--- src/hdl/seq_params.svh ---
// Register indices, field positions, codes and reset values of the sequencer
`ifndef SEQ_PARAMS_SVH
`define SEQ_PARAMS_SVH
`define N_LANES 32
`define IDX_PWR 10'd32
`define IDX_SEQ 10'd192
`define IDX_INTEG 10'd193
`define IDX_EXPO 10'd194
`define IDX_LANE 10'd195
`define IDX_STAT 10'd196
`define STBY1_LIMIT 10'd40
`define PWR_CLK 0
`define PWR_RSV 1
`define PWR_BLK 2
`define SEQ_EN 0
`define SEQ_ZROT 2
`define SEQ_SLAVE 4
`define SEQ_TRIG 5
`define SEQ_ROLL 6
`define LANE_HALF 0
`define LANE_BIT8 1
`define INTEG_RST 16'h0100
`define EXPO_RST 16'h0010
`define WW10 4'd10
`define WW8 4'd8
`define SYNC_FS 10'h3A0
`define SYNC_LS 10'h2A0
`define SYNC_FE 10'h3B0
`define SYNC_LE 10'h2B0
`define SYNC_DATA 10'h035
`define SYNC_IDLE 10'h0E9
`define SYNC_CRC 10'h15A
`define CRC_POLY 10'h233
`endif

--- src/hdl/seq_pkg.sv ---
// Types shared by the sensor sequencer
package seq_pkg;
  typedef enum logic [5:0] {
    PW_OFF = 6'h01,
    PW_STBY1 = 6'h02,
    PW_STBYI = 6'h04,
    PW_STBY2 = 6'h08,
    PW_IDLE = 6'h10,
    PW_RUN = 6'h20
  } pwr_t;
  typedef enum logic [3:0] {
    SQ_IDLE = 4'h1,
    SQ_FOT = 4'h2,
    SQ_ROT = 4'h4,
    SQ_RD = 4'h8
  } sq_t;
  typedef enum logic [1:0] {
    LD_IDLE = 2'h0,
    LD_DATA = 2'h1,
    LD_CRC = 2'h2
  } ld_t;
endpackage
--- src/hdl/image_sensor_sequencer.sv ---
// Sensor readout sequencer, power states, line formatting and lane serializer
// How it works
// - Each lane interleaves two converter channels
// - Per-lane CRC sent once each line
// - Sync lane marks frame/line start and end
// - Lane bit rate limited, 10 or 8-bit words
// - Data lanes plus clock lane and sync lane
// - Half-lane mode doubles words, halves rate
// - Global: reset all, sample all, read rows
// - Pipelined: integrate next during current readout
// - Frame overhead first, row overhead per row
// - Pipelined master times integration from register
// - Pipelined slave: trigger high integrates, fall reads
// - Triggered: one frame per action, then idle
// - Triggered master: rise starts timed frame
// - Triggered slave: pin level frames integration, readout
// - Rolling: reset and read pointers set exposure
// - Exposure change taken at frame boundary
// - Zero overhead: no row gap between rows
// - Six power states ordered by dissipation
// - First standby: only indices below 40 writable
// - Second standby: all registers accessible
// - Clock bit enters intermediate standby, reserved upload advances
// - Idle until sequencer enable bit is set
// - Control word enables sequencer, bit 0 stops
//
// The APB slave port and the register offsets are this design's own decisions.
`timescale 1ns/10ps
`include "seq_params.svh"
module image_sensor_sequencer import seq_pkg::*; #(
  parameter int LANES = `N_LANES,
  parameter int ROW_WORDS = 128,
  parameter int ROWS = 4096,
  parameter int FOT_CYC = 64,
  parameter int ROT_CYC = 16
) (
  input wire logic clk,
  input wire logic rst,
  input wire logic psel,
  input wire logic penable,
  input wire logic pwrite,
  input wire logic [11:0] paddr,
  input wire logic [31:0] pwdata,
  output logic [31:0] prdata,
  output logic pready,
  output logic pslverr,
  input wire logic trig_in,
  input wire logic [2*LANES-1:0][9:0] adc_data,
  output logic adc_take,
  output logic [15:0] rd_row,
  output logic [15:0] rst_row,
  output logic row_read,
  output logic row_reset,
  output logic pix_reset_all,
  output logic pix_sample_all,
  output logic [LANES-1:0] lane_data,
  output logic lane_clk,
  output logic lane_sync,
  output logic seq_running
);
  typedef struct packed {
    pwr_t ps;
    sq_t sq;
    logic [2:0] pwr;
    logic [15:0] seq;
    logic [15:0] integ;
    logic [15:0] expo;
    logic [15:0] expo_sh;
    logic [1:0] lcfg;
    logic [31:0] rdat;
    logic t1;
    logic t2;
    logic td;
    logic ibusy;
    logic fpend;
    logic [15:0] icnt;
    logic [15:0] cnt;
    logic [15:0] row;
    logic [15:0] word;
    logic [15:0] frames;
    logic [3:0] bitc;
    logic half;
    logic [LANES-1:0][9:0] sh;
    logic [LANES-1:0][9:0] crc;
    logic [9:0] ssh;
    logic prst;
    logic psmp;
    logic rrd;
    logic rrs;
  } st_t;

  localparam int HL = LANES / 2;

  st_t s;
  st_t n;
  logic [LANES-1:0][9:0] lw;
  logic [LANES-1:0][9:0] lcrc;
  logic [LANES-1:0][9:0] lsh;
  logic [15:0] ldw;
  ld_t ld;

  function automatic logic [9:0] crc_step(input logic [9:0] c, input logic [9:0] d);
    logic [9:0] r;
    r = c;
    for (int i = 9; i >= 0; i--) begin
      r = {r[8:0], 1'b0} ^ ((r[9] ^ d[i]) ? `CRC_POLY : 10'h000);
    end
    return r;
  endfunction

  for (genvar g = 0; g < LANES; g++) begin : g_lane
    logic [9:0] pick;
    logic [9:0] val;
    // Half mode: low lanes also carry the pairs of the upper lanes
    assign pick = (s.lcfg[`LANE_HALF] && ldw[1]) ?
                  (ldw[0] ? adc_data[2*((g+HL)%LANES)+1] : adc_data[2*((g+HL)%LANES)]) :
                  (ldw[0] ? adc_data[2*g+1] : adc_data[2*g]);
    assign val = (s.lcfg[`LANE_HALF] && g >= HL) ? 10'h000 :
                 (s.lcfg[`LANE_BIT8] ? {pick[9:2], 2'b00} : pick);
    assign lw[g] = val;
    // Checksum restarts with the first word of every line
    assign lcrc[g] = crc_step((ldw == 16'h0000) ? 10'h000 : s.crc[g], val);
    assign lsh[g] = {s.sh[g][8:0], 1'b0};
    assign lane_data[g] = s.sh[g][9];
  end

  always_comb begin
    logic wr;
    logic setup;
    logic hit;
    logic allow;
    logic run;
    logic slave;
    logic trg;
    logic roll;
    logic zrot;
    logic rise;
    logic fall;
    logic slot_end;
    logic last_row;
    logic [3:0] ww;
    logic [15:0] nw;
    logic [9:0] idx;
    logic [16:0] rsum;
    n = s;
    ld = LD_IDLE;
    ldw = 16'h0000;
    idx = paddr[11:2];
    setup = psel && !penable;
    wr = psel && penable && pwrite;
    hit = (idx == `IDX_PWR) || (idx == `IDX_SEQ) || (idx == `IDX_INTEG) ||
          (idx == `IDX_EXPO) || (idx == `IDX_LANE) || (idx == `IDX_STAT);
    allow = (s.ps != PW_OFF) && ((s.ps != PW_STBY1) || (idx < `STBY1_LIMIT));
    // Gated by the enables too, so no pulse escapes on the edge that leaves running
    run = (s.ps == PW_RUN) && s.seq[`SEQ_EN] && s.pwr[`PWR_BLK];
    slave = s.seq[`SEQ_SLAVE];
    trg = s.seq[`SEQ_TRIG];
    roll = s.seq[`SEQ_ROLL];
    zrot = s.seq[`SEQ_ZROT];
    ww = s.lcfg[`LANE_BIT8] ? `WW8 : `WW10;
    nw = s.lcfg[`LANE_HALF] ? 16'(2 * ROW_WORDS) : 16'(ROW_WORDS);
    slot_end = s.half && (s.bitc == ww - 4'd1);
    last_row = (s.row == 16'(ROWS - 1));
    n.prst = 1'b0;
    n.psmp = 1'b0;
    n.rrd = 1'b0;
    n.rrs = 1'b0;
    // Trigger pin is asynchronous; edges are found from the second and third stages
    n.t1 = trig_in;
    n.t2 = s.t1;
    n.td = s.t2;
    rise = s.t2 && !s.td;
    fall = !s.t2 && s.td;

    if (setup) begin
      case (idx)
        `IDX_PWR: n.rdat = {29'h0, s.pwr};
        `IDX_SEQ: n.rdat = {16'h0, s.seq};
        `IDX_INTEG: n.rdat = {16'h0, s.integ};
        `IDX_EXPO: n.rdat = {16'h0, s.expo};
        `IDX_LANE: n.rdat = {30'h0, s.lcfg};
        `IDX_STAT: n.rdat = {s.frames, 6'h00, s.sq, s.ps};
        default: n.rdat = 32'h0000_0000;
      endcase
    end
    if (wr && hit && allow) begin
      case (idx)
        `IDX_PWR: n.pwr = pwdata[2:0];
        `IDX_SEQ: n.seq = pwdata[15:0];
        `IDX_INTEG: n.integ = pwdata[15:0];
        `IDX_EXPO: n.expo = pwdata[15:0];
        `IDX_LANE: n.lcfg = pwdata[1:0];
        default: n.lcfg = s.lcfg;
      endcase
    end

    // Power ladder; off is left at the first edge after reset
    case (s.ps)
      PW_OFF: n.ps = PW_STBY1;
      PW_STBY1: if (s.pwr[`PWR_CLK]) n.ps = PW_STBYI;
      PW_STBYI: begin
        if (!s.pwr[`PWR_CLK]) n.ps = PW_STBY1;
        else if (s.pwr[`PWR_RSV]) n.ps = PW_STBY2;
      end
      PW_STBY2: begin
        if (!s.pwr[`PWR_RSV]) n.ps = PW_STBYI;
        else if (s.pwr[`PWR_BLK]) n.ps = PW_IDLE;
      end
      PW_IDLE: begin
        if (!s.pwr[`PWR_BLK]) n.ps = PW_STBY2;
        else if (s.seq[`SEQ_EN]) n.ps = PW_RUN;
      end
      PW_RUN: if (!s.seq[`SEQ_EN] || !s.pwr[`PWR_BLK]) n.ps = PW_IDLE;
      default: n.ps = PW_STBY1;
    endcase

    // Integration runs apart from readout so the two overlap
    if (run && !roll) begin
      if (slave) begin
        if (rise && !s.ibusy) begin
          n.ibusy = 1'b1;
          n.prst = 1'b1;
        end else if (fall && s.ibusy) begin
          n.ibusy = 1'b0;
          n.fpend = 1'b1;
        end
      end else if (s.ibusy) begin
        if (s.icnt == 16'h0000) begin
          n.ibusy = 1'b0;
          n.fpend = 1'b1;
        end else begin
          n.icnt = s.icnt - 16'h0001;
        end
      end else if (!s.fpend && (trg ? rise : 1'b1)) begin
        n.ibusy = 1'b1;
        n.icnt = s.integ;
        n.prst = 1'b1;
      end
    end

    n.half = !s.half;
    if (s.half) begin
      n.bitc = slot_end ? 4'd0 : s.bitc + 4'd1;
      if (!slot_end) begin
        n.sh = lsh;
        n.ssh = {s.ssh[8:0], 1'b0};
      end
    end

    case (s.sq)
      SQ_IDLE: begin
        if (run && roll) begin
          n.sq = SQ_ROT;
          n.row = 16'h0000;
          n.expo_sh = s.expo;
          n.cnt = 16'(ROT_CYC - 1);
        end else if (run && s.fpend) begin
          n.sq = SQ_FOT;
          n.fpend = 1'b0;
          n.psmp = 1'b1;
          n.cnt = 16'(FOT_CYC - 1);
        end
      end
      SQ_FOT: begin
        if (s.cnt == 16'h0000) begin
          n.sq = SQ_ROT;
          n.row = 16'h0000;
          n.cnt = 16'(ROT_CYC - 1);
        end else begin
          n.cnt = s.cnt - 16'h0001;
        end
      end
      SQ_ROT: begin
        if (s.cnt != 16'h0000) begin
          n.cnt = s.cnt - 16'h0001;
        end else if (slot_end) begin
          n.sq = SQ_RD;
          n.word = 16'h0000;
          ld = LD_DATA;
        end
      end
      SQ_RD: begin
        if (slot_end) begin
          if (s.word < nw) begin
            n.word = s.word + 16'h0001;
            ldw = n.word;
            ld = (n.word == nw) ? LD_CRC : LD_DATA;
          end else if (!last_row) begin
            n.row = s.row + 16'h0001;
            n.word = 16'h0000;
            if (zrot) begin
              ld = LD_DATA;
            end else begin
              n.sq = SQ_ROT;
              n.cnt = 16'(ROT_CYC - 1);
            end
          end else begin
            n.frames = s.frames + 16'h0001;
            if (roll) begin
              n.sq = SQ_ROT;
              n.row = 16'h0000;
              n.expo_sh = s.expo;
              n.cnt = 16'(ROT_CYC - 1);
            end else if (s.fpend) begin
              n.sq = SQ_FOT;
              n.fpend = 1'b0;
              n.psmp = 1'b1;
              n.cnt = 16'(FOT_CYC - 1);
            end else begin
              n.sq = SQ_IDLE;
            end
          end
        end
      end
      default: n.sq = SQ_IDLE;
    endcase

    if (!run) begin
      ld = LD_IDLE;
      ldw = 16'h0000;
    end
    // Loads happen only on word-slot boundaries so the lane clock never glitches
    if (slot_end) begin
      case (ld)
        LD_DATA: begin
          n.sh = lw;
          n.crc = lcrc;
          n.ssh = (ldw != 16'h0000) ? `SYNC_DATA :
                  ((n.row == 16'h0000) ? `SYNC_FS : `SYNC_LS);
          if (ldw == 16'h0000) begin
            n.rrd = 1'b1;
            n.rrs = roll;
          end
        end
        LD_CRC: begin
          n.sh = s.crc;
          n.ssh = last_row ? `SYNC_FE : `SYNC_LE;
        end
        default: begin
          n.sh = '0;
          n.ssh = `SYNC_IDLE;
        end
      endcase
    end

    if (!run) begin
      n.sq = SQ_IDLE;
      n.ibusy = 1'b0;
      n.fpend = 1'b0;
    end
    rsum = {1'b0, s.row} + {1'b0, s.expo_sh};
    rst_row = (rsum >= 17'(ROWS)) ? 16'(rsum - 17'(ROWS)) : rsum[15:0];
  end

  always_ff @(posedge clk or posedge rst) begin
    if (rst) begin
      s <= '0;
      s.ps <= PW_OFF;
      s.sq <= SQ_IDLE;
      s.integ <= `INTEG_RST;
      s.expo <= `EXPO_RST;
      s.ssh <= `SYNC_IDLE;
    end else begin
      s <= n;
    end
  end

  assign pready = 1'b1;
  assign pslverr = psel && penable && (!hit_w() || (pwrite && !allow_w()));
  assign prdata = s.rdat;
  assign adc_take = slot_end_w() && (ld == LD_DATA);
  assign rd_row = s.row;
  assign row_read = s.rrd;
  assign row_reset = s.rrs;
  assign pix_reset_all = s.prst;
  assign pix_sample_all = s.psmp;
  assign lane_clk = s.half;
  assign lane_sync = s.ssh[9];
  assign seq_running = (s.ps == PW_RUN);

  function automatic logic hit_w();
    logic [9:0] i;
    i = paddr[11:2];
    return (i == `IDX_PWR) || (i == `IDX_SEQ) || (i == `IDX_INTEG) ||
           (i == `IDX_EXPO) || (i == `IDX_LANE) || (i == `IDX_STAT);
  endfunction

  function automatic logic allow_w();
    return (s.ps != PW_OFF) && ((s.ps != PW_STBY1) || (paddr[11:2] < `STBY1_LIMIT));
  endfunction

  function automatic logic slot_end_w();
    return s.half && (s.bitc == (s.lcfg[`LANE_BIT8] ? `WW8 : `WW10) - 4'd1);
  endfunction
endmodule

--- config.mk ---
export PLATFORM = sky130hd
export DESIGN_NAME = image_sensor_sequencer
export DESIGN_NICKNAME = d
export VERILOG_FILES = /design/src/hdl/seq_pkg.sv /design/src/hdl/image_sensor_sequencer.sv
export VERILOG_INCLUDE_DIRS = /design/src /design/src/hdl
export SDC_FILE = /design/constraint.sdc
export NUM_CORES = 2
export LEC_CHECK = 0
export BUFFER_PORTS_ARGS = -buffer_cell sky130_fd_sc_hd__buf_2
export CORE_MARGIN = 1
export CORE_UTILIZATION = 60
export DETAILED_ROUTE_END_ITERATION = 12
export PLACE_DENSITY = 0.87
export SLEW_MARGIN = 20
export SYNTH_ARGS = -nofsm -noshare
export SYNTH_HDL_FRONTEND = slang
export SYNTH_SLANG_ARGS = --single-unit
--- constraint.sdc ---
create_clock -name clk -period 29.4 [get_ports clk]
set_input_delay 2.94 -clock clk [delete_from_list [all_inputs] [get_ports clk]]
set_output_delay 2.94 -clock clk [all_outputs]
set_load 0.02 [all_outputs]
==> metrics <==
global-route wire length before repair 365 mm; DP Cell Count 8644; CTS Buf Count 94; drt pass-1 iters 9; Wirelength per Cell 28.3 um; Worst-Margin Slew 1300 ps; clock root buffer clkbuf_16; vias in the first global route 55.5k; asr flop ratio synth 100%; switching part of the total power 27.9%; clk_lat worst skew 730 ps; Sequential Power Share 40.1%; CP max stage cell o41ai_2; Distinct cells, synth 97; setup slack after layout 20710 ps; Syn Area/Cell 8.53 um2; Seq/Total Area, Yosys 35.6%; Crit Path Max Fanout 7; Slew Viols, Final 0; Tmin final 8690 ps; TritonCTS clock tree yes; Top Ports 796; P&R area growth vs syn 12.2%; most frequent cells after synthesis nand2_1 (1129), o21ai_0 (939), dfrtp_1 (846); layout cells sized above 1 16.8%; gr ovfl total 0; critical-path cell list ha_1 -> a21oi_1 -> o21ai_0 -> a21oi_1 -> o21ai_0 -> a211oi_1 -> o41ai_2 -> xnor2_1 -> ha_1 -> nand2_1 -> or4_1 -> or4_1 -> or4_1 -> a211o_1 -> a21oi_1 -> mux2_2 -> buf_2; initial antenna violation count 44; Total GRT Usage 48.6%; largest net degree at the start of global routing 232; Via Count 59.3k; Net Sw Power 0.000820 W; Initial Util 60.9%; # fillers 7646; final WL 251 mm; synthesized net count 7777; Die X 319 um; worst path arrival time 5750 ps; Detail Route Antenna Nets 0; Finished Layout Cells 8859; chip height 319 um; Synth Flop Type dfrtp_1; Post-synth EDFFs 0; top cell type's share of synthesized area 35.2%; Mapped Area 60200 um2; initial drt markers 9335; setup TNS 0 ps; final hold vios 0; Leak 30.2 nW; worst slack at placement 21290 ps; worst vdd ir 0.0424 mV; Area contributors post-synth dfrtp_1 (35%), xnor2_1 (11%), o21ai_0 (7.8%); clk slew on worst S/H paths 60 ps; core area 98900 um2; Placer Congestion 1.07; unrepaired setup endpoints after global routing no; Post-CTS Setup Repair Bufs 0; critical path buffer and inverter count 1; Cell Int Power 0.00212 W; Synth area leader dfrtp_1; type of the most critical hold path reg -> reg; Worst slew margin 13.0%; CTS resizes 0; register bit total from synthesis 855; max incr delay on CP 650 ps; Pwr Density 43.5 nW/um2; H-tree Lvls 3; clock share of power 43.8%; Critical Path RT 26460 ps; CTS Hold Buffers Added 0; Comb power frac 16.1%; final core area utilization 68.3%; HPWL Detailed 179 mm; Critical Path End Type output pin; most frequent cell after synthesis nand2_1; vias per cell 6.69; Synth Warn # 0; Layout Skew 47.0 ps; Max Clock Freq 115 MHz; critical path class reg -> out; final setup vio count 0; outcome finished, final reports clean; CTS sink count 855; max-cap viol count 0; Synth Instances 7058; critical path launch point type flip-flop; Die Area 102000 um2; cell row count 115; drc violations 0; net count reported at finish 8174; final worst-path cycle share 29.5%; # port buffers 776; CTS max path bufs 3; CP delay by family, top compound AO/OA/AOI/OAI gates
==> stage by stage <==
stage / area, um2 / hold slack (ps) / total power (W)
final: 67500 / 412 / 0.00294
after floorplan: 60200 / 331 / 0.00150
after global placement: 64000 / 382 / 0.00164
after detailed placement: 64000 / 394 / 0.00165
after global routing: 67500 / 406 / 0.00300
after CTS: 67300 / 404 / 0.00291
==> power groups by stage <==
| stage | clock (W) | sequential [W] | combinational [W] |
|---|---|---|---|
| after detailed placement | 0 | 0.00120 | 0.000450 |
| after global routing | 0.00132 | 0.00118 | 0.000495 |
| after global placement | 0 | 0.00120 | 0.000441 |
| final | 0.00129 | 0.00118 | 0.000473 |
| after floorplan | 0 | 0.00120 | 0.000296 |
| after CTS | 0.00128 | 0.00118 | 0.000455 |
==> cell usage in the layout, fill, tap and decap left out, types with 13 or more instances in the layout <==
cell,synthesis,final
clkbuf_16,0,94
and2_1,25,25
buf_2,63,776
mux2i_2,3,13
xor2_1,330,330
nor2_1,485,484
nand2_1,1129,1127
o211ai_1,37,37
a211oi_1,67,66
o21ai_1,34,33
mux2i_1,215,202
a31oi_1,18,17
and3_1,31,31
nor3_1,39,38
o22ai_1,20,20
or3_1,18,17
xnor3_1,54,54
dfrtp_1,846,842
clkbuf_1,369,20
a22oi_1,104,104
diode_2,0,39
o21ai_0,939,937
nor2b_1,13,13
a22o_1,15,15
o41ai_1,22,21
o2bb2ai_1,34,34
a2bb2oi_1,67,67
nand2b_1,19,17
nand4_1,42,42
xnor2_1,763,763
nor4_1,19,18
o21a_1,279,279
a21oi_1,288,286
ha_1,28,26
inv_1,52,47
buf_4,92,109
o31ai_1,15,15
mux2_2,101,101
clkbuf_8,0,28
nand3_1,133,132
==> sequential cells by signal, summed over array words and instances (netlist names), 2 cells and up <==
| name | cells |
|---|---|
| lane_data | 32 |
| lsh | 288 |
| n | 2 |
| prdata | 32 |
| rd_row | 16 |
| s | 479 |
==> final cells by class <==
cell class | count | area, um2 | area share (%)
diodes | 39 | 97.6 | 0.145
inverters | 53 | 215 | 0.319
clock inverters | 32 | 484 | 0.717
clock buffers | 142 | 2810 | 4.17
multi-input cells | 5559 | 36000 | 53.4
repair buffers | 892 | 4830 | 7.16
well taps | 1287 | 1610 | 2.38
flip-flops and latches | 855 | 21400 | 31.7
==> cells by family (layout without fill, tap and decap cells) <==
logic type	after synthesis	in the layout	share of synthesized area, %
compound gates	2027	2027	20.5
simple gates	2012	2012	14.1
xor+xnor	1165	1165	18.5
flops	855	855	35.6
buf+inv	644	1119	5.00
mux	324	324	5.72
fa+ha+maj	29	29	0.615
other cells	2	41	0.0125
==> worst paths after layout <==
| check | start | to | slack, ps | cells after the start |
|---|---|---|---|---|
| worst max-delay path | rd_row[2] | rst_row[15] | 20710 | 17 |
| worst min-delay path | n[741] | s[741] | 410 | 0 |
| worst max register to register | s[675] | s[19] | 21750 | 18 |
| worst min register to register | n[741] | s[741] | 410 | 0 |
| max in group asynchronous | rst | prdata[19] | 22750 | 6 |
| min in group asynchronous | rst | lsh[128] | 2350 | 2 |
==> layer usage <==
metal / GRT usage, % / vias to the layer above / wire length, um
li1: - / 25100 / -
met1: 58.1 / 28200 / 84600
met2: 65.8 / 4755 / 99400
met3: 21.5 / 1213 / 39800
met4: 42.1 / 26 / 26600
met5: 2.13 / - / 163
Note: power is estimated with default switching activity, not from simulation.
